## config.mk

```make
export PLATFORM = sky130hd
export DESIGN_NAME = asr_receiver
export DESIGN_NICKNAME = d
export VERILOG_FILES = /design/src/shared/asr_pkg.sv /design/src/core/asr_receiver.sv
export SDC_FILE = /design/constraint.sdc
export NUM_CORES = 1
export LEC_CHECK = 0
export BUFFER_PORTS_ARGS = -buffer_cell sky130_fd_sc_hd__buf_2
export CAP_MARGIN = 20
export CORE_ASPECT_RATIO = 1.4
export CORE_UTILIZATION = 50
export CTS_CLUSTER_DIAMETER = 120
export CTS_CLUSTER_SIZE = 14
export DETAILED_ROUTE_END_ITERATION = 10
export PLACE_DENSITY_LB_ADDON = 0.15
export SLEW_MARGIN = 15
export SYNTH_ARGS = -nofsm -noshare
export SYNTH_HDL_FRONTEND = slang
export SYNTH_SLANG_ARGS = --single-unit
export TNS_END_PERCENT = 1
```

## constraint.sdc

```tcl
create_clock -name core_clk -period 2.65 [get_ports core_clk]
set_input_delay 0.795 -clock core_clk [delete_from_list [all_inputs] [get_ports core_clk]]
set_output_delay 0.795 -clock core_clk [all_outputs]
set_load 0.01 [all_outputs]
```

## src/shared/asr_pkg.sv

```systemverilog
// package of register map, field positions and states for the serial receiver
`default_nettype none
package asr_pkg;
  localparam int ADDR_W = 4;
  localparam int DATA_W = 8;
  // register indices (byte-wide registers, one per address)
  localparam logic [3:0] A_CORE_IRQ = 4'h0;
  localparam logic [3:0] A_IRQ_FLAGS = 4'h1;
  localparam logic [3:0] A_IRQ_ENABLES = 4'h2;
  localparam logic [3:0] A_IRQ_PRIORITY = 4'h3;
  localparam logic [3:0] A_RX_STATUS = 4'h4;
  localparam logic [3:0] A_RX_BUFFER = 4'h5;
  localparam logic [3:0] A_TX_BUFFER = 4'h6;
  localparam logic [3:0] A_TX_STATUS = 4'h7;
  localparam logic [3:0] A_BAUD_CTRL = 4'h8;
  localparam logic [3:0] A_DIV_HIGH = 4'h9;
  localparam logic [3:0] A_DIV_LOW = 4'hA;
  localparam logic [3:0] A_EVT_STATUS = 4'hB;
  localparam logic [3:0] A_EVT_MASK = 4'hC;
  // core interrupt control
  localparam int B_GLOBAL_IRQ_EN = 7;
  localparam int B_PERIPH_IRQ_EN = 6;
  // flags / enables / priority share one layout
  localparam int B_RX_IRQ = 5;
  localparam int B_TX_IRQ = 4;
  // receive status and control
  localparam int B_PORT_EN = 7;
  localparam int B_NINE_RX = 6;
  localparam int B_SINGLE_RX = 5;
  localparam int B_CONT_RX = 4;
  localparam int B_ADDR_DET = 3;
  localparam int B_FRAME_ERR = 2;
  localparam int B_OVERRUN = 1;
  localparam int B_NINTH = 0;
  // transmit status and control
  localparam int B_SYNC_MODE = 4;
  localparam int B_HIGH_SPEED = 2;
  localparam int B_SHIFT_EMPTY = 1;
  // baud control
  localparam int B_RX_IDLE = 6;
  localparam int B_RX_INV = 5;
  localparam int B_TX_INV = 4;
  localparam int B_DIV16 = 3;
  localparam int B_WAKE = 1;
  localparam int B_AUTOBAUD = 0;
  localparam logic [7:0] BAUD_CTRL_WMASK = 8'h3B;
  // event status / mask bits
  localparam int E_CHAR = 0;
  localparam int E_FRAME = 1;
  localparam int E_OVERRUN = 2;
  localparam int EVT_W = 3;
  // oversampling
  localparam logic [3:0] OS_MID = 4'h7;
  localparam logic [3:0] OS_LAST = 4'hF;
  localparam logic [1:0] PRE_LAST = 2'h3;
  localparam logic [3:0] BITS_EIGHT = 4'h8;
  localparam logic [3:0] BITS_NINE = 4'h9;
  typedef enum logic [1:0] {RX_IDLE, RX_START, RX_DATA, RX_STOP} asr_state_t;
endpackage
`default_nettype wire

```

## src/core/asr_receiver.sv

```systemverilog
// asynchronous serial receiver with register file and interrupt logic
// Overview of operation
// - line sampled at sixteen times bit rate; shifter advances once per bit
// - receive polarity bit inverts the pin before data recovery
// - port works asynchronously when sync bit clear and port enable set
// - characters accepted only while continuous receive enable is set
// - completed character sets receive flag; request needs its enable
// - ninth bit and error flags appear in receive status register
// - eight data bits presented in the receive buffer register
// - clearing continuous receive enable clears pending errors
// - nine-bit plus address detect enable selects address detect mode
// - without address detect every character is loaded and flagged while the receive and overrun flags are clear
// - request reaches core only with global and peripheral enables set
// - receive priority bit routes request to high or low line
// - baud control layout: overflow, idle, invert bits, div16, 0, wake, auto (overflow bit always reads 0 here)
// - baud divisor held in high and low byte registers
// - frame is start bit, eight or nine data bits, one stop bit
// - data arrives least significant bit first
// - baud generator runs at x16 or x64 of bit rate by speed bits
//
// Local design decisions: the register addresses and the plain strobed port.
`default_nettype none
module asr_receiver (
  input wire logic core_clk,
  input wire logic rst_n,
  input wire logic [asr_pkg::ADDR_W-1:0] reg_addr,
  input wire logic [asr_pkg::DATA_W-1:0] reg_wdata,
  input wire logic reg_wr,
  input wire logic reg_rd,
  output logic [asr_pkg::DATA_W-1:0] reg_rdata,
  input wire logic rx_pin,
  output logic irq,
  output logic rx_irq_high,
  output logic rx_irq_low
);
  logic [7:0] core_irq_r, irq_en_r, irq_prio_r, tx_buf_r, div_hi_r, div_lo_r;
  logic [7:0] rx_buffer_r, rdata_r;
  logic port_enable_r, nine_bit_receive_r, single_receive_enable_r;
  logic continuous_receive_enable_r, address_detect_enable_r;
  logic framing_error_flag_r, overrun_error_flag_r, received_ninth_bit_r;
  logic receive_irq_flag_r;
  logic sync_mode_r, high_speed_baud_r, sixteen_bit_divisor_select_r;
  logic rx_polarity_invert_r, tx_polarity_invert_r;
  logic wakeup_enable_r, autobaud_enable_r;
  logic [asr_pkg::EVT_W-1:0] evt_status_r, evt_mask_r, evt_set;
  logic [15:0] brg_cnt_r, divisor;
  logic [1:0] pre_r;
  logic brg_tick, os_tick;
  asr_pkg::asr_state_t state_r;
  logic [3:0] os_cnt_r, bit_cnt_r, nbits;
  logic [8:0] shift_r;
  logic rx_line, rx_en, char_done, stop_bit, ninth, addr_drop;
  logic char_load, overrun_hit, buf_read, rx_req;
  logic [7:0] char_data;

  function automatic logic wr_hit(input logic [3:0] a);
    wr_hit = reg_wr && (reg_addr == a);
  endfunction

  // plain control registers
  always_ff @(posedge core_clk or negedge rst_n) begin
    if (!rst_n) begin
      core_irq_r <= 8'h00;
      irq_en_r <= 8'h00;
      irq_prio_r <= 8'h00;
      tx_buf_r <= 8'h00;
      div_hi_r <= 8'h00;
      div_lo_r <= 8'h00;
      evt_mask_r <= '0;
    end else begin
      if (wr_hit(asr_pkg::A_CORE_IRQ)) begin
        core_irq_r <= reg_wdata;
      end
      if (wr_hit(asr_pkg::A_IRQ_ENABLES)) begin
        irq_en_r <= reg_wdata;
      end
      if (wr_hit(asr_pkg::A_IRQ_PRIORITY)) begin
        irq_prio_r <= reg_wdata;
      end
      if (wr_hit(asr_pkg::A_TX_BUFFER)) begin
        tx_buf_r <= reg_wdata;
      end
      if (wr_hit(asr_pkg::A_DIV_HIGH)) begin
        div_hi_r <= reg_wdata;
      end
      if (wr_hit(asr_pkg::A_DIV_LOW)) begin
        div_lo_r <= reg_wdata;
      end
      if (wr_hit(asr_pkg::A_EVT_MASK)) begin
        evt_mask_r <= reg_wdata[asr_pkg::EVT_W-1:0];
      end
    end
  end

  // receive, transmit and baud control bits
  always_ff @(posedge core_clk or negedge rst_n) begin
    if (!rst_n) begin
      port_enable_r <= 1'b0;
      nine_bit_receive_r <= 1'b0;
      single_receive_enable_r <= 1'b0;
      continuous_receive_enable_r <= 1'b0;
      address_detect_enable_r <= 1'b0;
      sync_mode_r <= 1'b0;
      high_speed_baud_r <= 1'b0;
      sixteen_bit_divisor_select_r <= 1'b0;
      rx_polarity_invert_r <= 1'b0;
      tx_polarity_invert_r <= 1'b0;
      wakeup_enable_r <= 1'b0;
      autobaud_enable_r <= 1'b0;
    end else begin
      if (wr_hit(asr_pkg::A_RX_STATUS)) begin
        port_enable_r <= reg_wdata[asr_pkg::B_PORT_EN];
        nine_bit_receive_r <= reg_wdata[asr_pkg::B_NINE_RX];
        single_receive_enable_r <= reg_wdata[asr_pkg::B_SINGLE_RX];
        continuous_receive_enable_r <= reg_wdata[asr_pkg::B_CONT_RX];
        address_detect_enable_r <= reg_wdata[asr_pkg::B_ADDR_DET];
      end
      if (wr_hit(asr_pkg::A_TX_STATUS)) begin
        sync_mode_r <= reg_wdata[asr_pkg::B_SYNC_MODE];
        high_speed_baud_r <= reg_wdata[asr_pkg::B_HIGH_SPEED];
      end
      if (wr_hit(asr_pkg::A_BAUD_CTRL)) begin
        // wake-up and auto-baud are stored only; their engines are absent
        rx_polarity_invert_r <= reg_wdata[asr_pkg::B_RX_INV];
        tx_polarity_invert_r <= reg_wdata[asr_pkg::B_TX_INV];
        sixteen_bit_divisor_select_r <= reg_wdata[asr_pkg::B_DIV16];
        wakeup_enable_r <= reg_wdata[asr_pkg::B_WAKE];
        autobaud_enable_r <= reg_wdata[asr_pkg::B_AUTOBAUD];
      end
    end
  end

  // baud generator: one tick per divisor+1 clocks
  assign divisor = sixteen_bit_divisor_select_r ? {div_hi_r, div_lo_r}
                                                : {8'h00, div_lo_r};
  assign brg_tick = (brg_cnt_r == 16'h0000);

  always_ff @(posedge core_clk or negedge rst_n) begin
    if (!rst_n) begin
      brg_cnt_r <= 16'h0000;
    end else if (brg_tick || !port_enable_r) begin
      brg_cnt_r <= divisor;
    end else begin
      brg_cnt_r <= brg_cnt_r - 16'h0001;
    end
  end

  // x64 mode divides by four so recovery always sees x16 ticks
  always_ff @(posedge core_clk or negedge rst_n) begin
    if (!rst_n) begin
      pre_r <= 2'h0;
    end else if (brg_tick) begin
      pre_r <= pre_r + 2'h1;
    end
  end
  assign os_tick = brg_tick && (high_speed_baud_r ||
                   pre_r == asr_pkg::PRE_LAST);

  // receive line recovery
  assign rx_line = rx_pin ^ rx_polarity_invert_r;
  // overrun stalls reception until the enable is cycled
  assign rx_en = port_enable_r && !sync_mode_r &&
                 continuous_receive_enable_r &&
                 !overrun_error_flag_r;
  assign nbits = nine_bit_receive_r ? asr_pkg::BITS_NINE
                                    : asr_pkg::BITS_EIGHT;

  always_ff @(posedge core_clk or negedge rst_n) begin
    if (!rst_n) begin
      state_r <= asr_pkg::RX_IDLE;
      os_cnt_r <= 4'h0;
      bit_cnt_r <= 4'h0;
      shift_r <= 9'h000;
    end else if (!rx_en) begin
      state_r <= asr_pkg::RX_IDLE;
      os_cnt_r <= 4'h0;
    end else if (os_tick) begin
      case (state_r)
        asr_pkg::RX_IDLE: begin
          os_cnt_r <= 4'h0;
          if (!rx_line) begin
            state_r <= asr_pkg::RX_START;
          end
        end
        asr_pkg::RX_START: begin
          os_cnt_r <= os_cnt_r + 4'h1;
          if (os_cnt_r == asr_pkg::OS_MID) begin
            // glitch shorter than half a bit is rejected
            os_cnt_r <= 4'h0;
            bit_cnt_r <= 4'h0;
            state_r <= rx_line ? asr_pkg::RX_IDLE : asr_pkg::RX_DATA;
          end
        end
        asr_pkg::RX_DATA: begin
          os_cnt_r <= os_cnt_r + 4'h1;
          if (os_cnt_r == asr_pkg::OS_LAST) begin
            shift_r <= {rx_line, shift_r[8:1]};
            bit_cnt_r <= bit_cnt_r + 4'h1;
            if (bit_cnt_r == nbits - 4'h1) begin
              state_r <= asr_pkg::RX_STOP;
            end
          end
        end
        default: begin
          os_cnt_r <= os_cnt_r + 4'h1;
          if (os_cnt_r == asr_pkg::OS_LAST) begin
            state_r <= asr_pkg::RX_IDLE;
          end
        end
      endcase
    end
  end

  assign char_done = rx_en && os_tick && state_r == asr_pkg::RX_STOP &&
                     os_cnt_r == asr_pkg::OS_LAST;
  assign stop_bit = rx_line;
  assign char_data = nine_bit_receive_r ? shift_r[7:0] : shift_r[8:1];
  assign ninth = nine_bit_receive_r && shift_r[8];
  assign addr_drop = nine_bit_receive_r && address_detect_enable_r &&
                     !shift_r[8];
  assign overrun_hit = char_done && !addr_drop &&
                       receive_irq_flag_r;
  assign char_load = char_done && !addr_drop &&
                     !receive_irq_flag_r;
  assign buf_read = reg_rd && (reg_addr == asr_pkg::A_RX_BUFFER);

  // receive buffer, ninth bit and framing status travel together
  always_ff @(posedge core_clk or negedge rst_n) begin
    if (!rst_n) begin
      rx_buffer_r <= 8'h00;
      received_ninth_bit_r <= 1'b0;
    end else if (char_load) begin
      rx_buffer_r <= char_data;
      received_ninth_bit_r <= ninth;
    end
  end

  // framing flag follows each loaded character; cleared with the enable
  always_ff @(posedge core_clk or negedge rst_n) begin
    if (!rst_n) begin
      framing_error_flag_r <= 1'b0;
    end else if (char_load) begin
      framing_error_flag_r <= !stop_bit;
    end else if (!continuous_receive_enable_r) begin
      framing_error_flag_r <= 1'b0;
    end
  end

  always_ff @(posedge core_clk or negedge rst_n) begin
    if (!rst_n) begin
      overrun_error_flag_r <= 1'b0;
    end else if (overrun_hit) begin
      overrun_error_flag_r <= 1'b1;
    end else if (!continuous_receive_enable_r) begin
      overrun_error_flag_r <= 1'b0;
    end
  end

  // reading the buffer empties it; a new load in that cycle wins
  always_ff @(posedge core_clk or negedge rst_n) begin
    if (!rst_n) begin
      receive_irq_flag_r <= 1'b0;
    end else if (char_load) begin
      receive_irq_flag_r <= 1'b1;
    end else if (buf_read) begin
      receive_irq_flag_r <= 1'b0;
    end
  end

  // sticky event status, write one to clear, set wins
  assign evt_set = {overrun_hit, char_load && !stop_bit, char_load};
  always_ff @(posedge core_clk or negedge rst_n) begin
    if (!rst_n) begin
      evt_status_r <= '0;
    end else if (wr_hit(asr_pkg::A_EVT_STATUS)) begin
      evt_status_r <= (evt_status_r & ~reg_wdata[asr_pkg::EVT_W-1:0]) |
                      evt_set;
    end else begin
      evt_status_r <= evt_status_r | evt_set;
    end
  end
  assign irq = |(evt_status_r & evt_mask_r);

  assign rx_req = receive_irq_flag_r && irq_en_r[asr_pkg::B_RX_IRQ] &&
                  core_irq_r[asr_pkg::B_GLOBAL_IRQ_EN] &&
                  core_irq_r[asr_pkg::B_PERIPH_IRQ_EN];
  assign rx_irq_high = rx_req && irq_prio_r[asr_pkg::B_RX_IRQ];
  assign rx_irq_low = rx_req && !irq_prio_r[asr_pkg::B_RX_IRQ];

  // read port, data valid the cycle after the strobe
  always_ff @(posedge core_clk or negedge rst_n) begin
    if (!rst_n) begin
      rdata_r <= 8'h00;
    end else if (reg_rd) begin
      if (reg_addr == asr_pkg::A_CORE_IRQ) begin
        rdata_r <= core_irq_r;
      end else if (reg_addr == asr_pkg::A_IRQ_FLAGS) begin
        // transmit flag reads set: the buffer is always free here
        rdata_r <= {2'h0, receive_irq_flag_r, 1'b1, 4'h0};
      end else if (reg_addr == asr_pkg::A_IRQ_ENABLES) begin
        rdata_r <= irq_en_r;
      end else if (reg_addr == asr_pkg::A_IRQ_PRIORITY) begin
        rdata_r <= irq_prio_r;
      end else if (reg_addr == asr_pkg::A_RX_STATUS) begin
        rdata_r <= {port_enable_r, nine_bit_receive_r,
                    single_receive_enable_r, continuous_receive_enable_r,
                    address_detect_enable_r, framing_error_flag_r,
                    overrun_error_flag_r, received_ninth_bit_r};
      end else if (reg_addr == asr_pkg::A_RX_BUFFER) begin
        rdata_r <= rx_buffer_r;
      end else if (reg_addr == asr_pkg::A_TX_BUFFER) begin
        rdata_r <= tx_buf_r;
      end else if (reg_addr == asr_pkg::A_TX_STATUS) begin
        rdata_r <= {3'h0, sync_mode_r, 1'b0, high_speed_baud_r, 1'b1, 1'b0};
      end else if (reg_addr == asr_pkg::A_BAUD_CTRL) begin
        rdata_r <= {1'b0, state_r == asr_pkg::RX_IDLE, rx_polarity_invert_r,
                    tx_polarity_invert_r, sixteen_bit_divisor_select_r,
                    1'b0, wakeup_enable_r, autobaud_enable_r};
      end else if (reg_addr == asr_pkg::A_DIV_HIGH) begin
        rdata_r <= div_hi_r;
      end else if (reg_addr == asr_pkg::A_DIV_LOW) begin
        rdata_r <= div_lo_r;
      end else if (reg_addr == asr_pkg::A_EVT_STATUS) begin
        rdata_r <= {5'h00, evt_status_r};
      end else if (reg_addr == asr_pkg::A_EVT_MASK) begin
        rdata_r <= {5'h00, evt_mask_r};
      end else begin
        rdata_r <= 8'h00;
      end
    end
  end
  assign reg_rdata = rdata_r;
endmodule
`default_nettype wire

```

==> run metrics <==
leakage=roughly 3.2 nW; XOR/XNOR Fraction of Synth Area=about 2.1%; initial antenna violation count=0; #FFs+latches synth=123; TritonCTS clock tree=yes; wire length of the first global-routing pass=27.6 mm; Routed WL=17.2 mm; Nets=~650; final instance area=0.00738 mm²; Ys Warns=0; number of global-route vias before repair=~5000; Detail Route Antenna Nets=0; Max clock buf depth=2; Post-CTS Setup Repair Bufs=0; # IOs=28; syn_nets=about 600; share of power burned in registers=between 40% and 50%; Placed Area=0.00677 mm²; Max Freq=0.400 GHz; gr usage total=between 20% and 30%; Post-Synth Simple-Gate Area=14.1%; status=finished clean; routed len/inst=between 20 and 25 µm; Clock power frac=39.5%; fraction of layout cells with a size suffix above 1=30.1%; top cells by area, synth=dfrtp_1 (49%), mux2_2 (16%), a21oi_1 (2.6%); Slew Viols, Final=0; CP Max Fanout=13; Starting Density=between 50% and 60%; HP Class=input pin to asynchronous set/reset pin; CP Launch Type=register; Setup CP Type=register to register; synthesized area per cell=10.9 µm²; Yosys cell types=65; combinational group share of total power=17.5%; Die Footprint=0.0131 mm²; Ant. Diodes=0; post-synth top area share=48.8%; Post-CTS Resized=0; H-Tree Depth=4; EDFF count, synth=0; Seq/Total Area, Yosys=48.8%; adder-cell share of the synthesized area=0.793%; ys async rst share=between 90% and 100%; most frequent cell after synthesis=dfrtp_1; mux contribution to synthesized area=18.0%; starting DRC count in detailed routing=380; R2R Setup Slk=150 ps; cell internal pwr=between 4 and 5 mW; Tcrit/Tclk final=roughly 94%; worst reg-to-reg path cell count=6; die extent in x=97.0 µm; RR Startpoint=brg_cnt_r[7]; Remaining DRCs=0; multi-input logic area=0.00306 mm²; final hold vios=0; Synth Flop Type=dfrtp_1; Setup violations, final=0; largest net degree at the start of global routing=49; GP Congestion=0.951; CP endpoint kind=register; Worst EP required=roughly 2900 ps; Sw Pwr=between 1.5 and 2 mW; Post-Synthesis Cells=580; Port Buffer Count=27; compound-cell area share of the yosys netlist=13.4%; largest family of logic cells by synthesized area=multiplexers; FP Rows=48; Num CTS Buffers=17; detailed placer's ending HPWL=12.3 mm; total power draw=a little over 6 mW; Initial DRT Pass Iterations=5; Synth-to-Final Area Change=16.9%; synth cell count leaders=dfrtp_1 (123), mux2_2 (88), nand2_1 (38), nor2_1 (38), a21oi_1 (33); Worst Max-Slew Pin Slew=613 ps; CTS root buffer=clkbuf_16; setup TNS=0 ps; RSZ-0062 raised after global routing=false; r2r endpoint=rx_buffer_r[0]; peak supply drop=0.529 mV; CP arrival=between 2000 and 3000 ps; Post-Syn Area=about 0.0063 mm²; Worst Skew=8.02 ps; core area=0.0123 mm²; Clk pin slew, worst setup/hold paths=roughly 60 ps; area leader, netlist=dfrtp_1; Vias/cell=a little over 6; max_cap viols=0; Tmin final=2500 ps; hold-fix buffers at CTS=0; FF/Latch Area=between 0.003 and 0.004 mm²; sw frac=between 20% and 30%; fillcell total=1010; Power Density=824 mW/mm²; Via Count=4877; Die Y-Extent=135 µm; Clock Latency Late Sink=410 ps; Slew headroom=about three fifths; clk sinks=123; grt ovf=0
==> power by group through the flow <==
stage	registers (mW)	clock network [mW]	logic (mW)
6_report	2.61	2.40	1.07
4_1_cts	2.61	2.45	1.07
3_3_place_gp	2.61	0	1.04
2_1_floorplan	2.49	0	0.790
5_1_grt	2.65	2.51	1.18
3_5_place_dp	2.64	0	1.06
==> per-stage QoR <==
| stage | cells | worst slack, ps | hold slack, ps | util (%) |
|---|---|---|---|---|
| detailed placement | 756 | 187 | 482 | 55.0 |
| CTS | 788 | 163 | 242 | 59.9 |
| global route | 788 | 52.0 | 244 | 59.9 |
| floorplan | 580 | 187 | 448 | - |
| finish | 788 | 150 | 251 | 59.9 |
| global placement | 756 | 277 | 464 | 55.0 |
==> worst max-delay path: stages, from the launching register on <==
cell	delay, ps
dfrtp_1	450
nor4_4	480
nand4_4	200
or2_4	360
nor4_4	260
buf_4	270
mux2_2	360
==> layout make-up <==
class / count / share of cell area [%]
sequential: 123 / 41.7
inverter: 13 / 0.661
clock inverter: 10 / 1.87
clock buffer: 22 / 6.43
tap: 150 / 2.54
timing repair buffer: 58 / 5.36
multi-input combinational: 412 / 41.4
==> how the worst max path moves through the flow <==
stage,from,to,cells past startpoint
final,brg_cnt_r[7],rx_buffer_r[0],6
after global routing,brg_cnt_r[7],rx_buffer_r[0],6
after CTS,brg_cnt_r[7],rx_buffer_r[0],6
after detailed placement,brg_cnt_r[7],rx_buffer_r[0],6
after floorplan,reg_addr[0],irq_prio_r[0],6
after global placement,reg_addr[0],reg_rdata[1],7
==> sequential cells by signal, indices dropped and copies added (netlist names), 2 cells and up <==
register,flops
irq_prio_r,8
div_lo_r,8
evt_status_r,3
os_cnt_r,4
pre_r,2
div_hi_r,8
brg_cnt_r,16
core_irq_r,8
rx_buffer_r,8
shift_r,9
tx_buf_r,8
reg_rdata,8
state_r,2
bit_cnt_r,4
irq_en_r,8
evt_mask_r,3
==> cell families after synthesis <==
group                      after synthesis
AOI/OAI and AO/OA                      129
buffers and inverters                   45
and+or+nand+nor                        164
DFF                                    123
muxes                                  100
xor gates and xnor gates                15
adders and majority gates                4
==> metal layers <==
metal / up-vias / track usage (%) / wire length (µm)
met5: - / 0 / 0
met4: 0 / 20.6 / 1170
met3: 59 / 5.23 / 714
met2: 162 / 45.5 / 8430
met1: 2415 / 33.2 / 6870
li1: 2241 / - / -
==> placed cells by master, fill, tap and decap left out, drive strengths merged, types with 7 or more instances in the layout <==
cell type  Yosys  layout
a21oi         33      33
buf            4      58
clkbuf        28      22
dfrtp        123     123
inv           13      14
mux2          93      93
mux2i          7       7
nand2         38      38
nand2b         8       8
nand3         20      20
nor2          38      38
nor2b         12      12
nor3          10      10
o21ai         30      30
o22ai          7       7
xnor2          7       7
xor2           8       8
(Power assumes the default switching activity.)
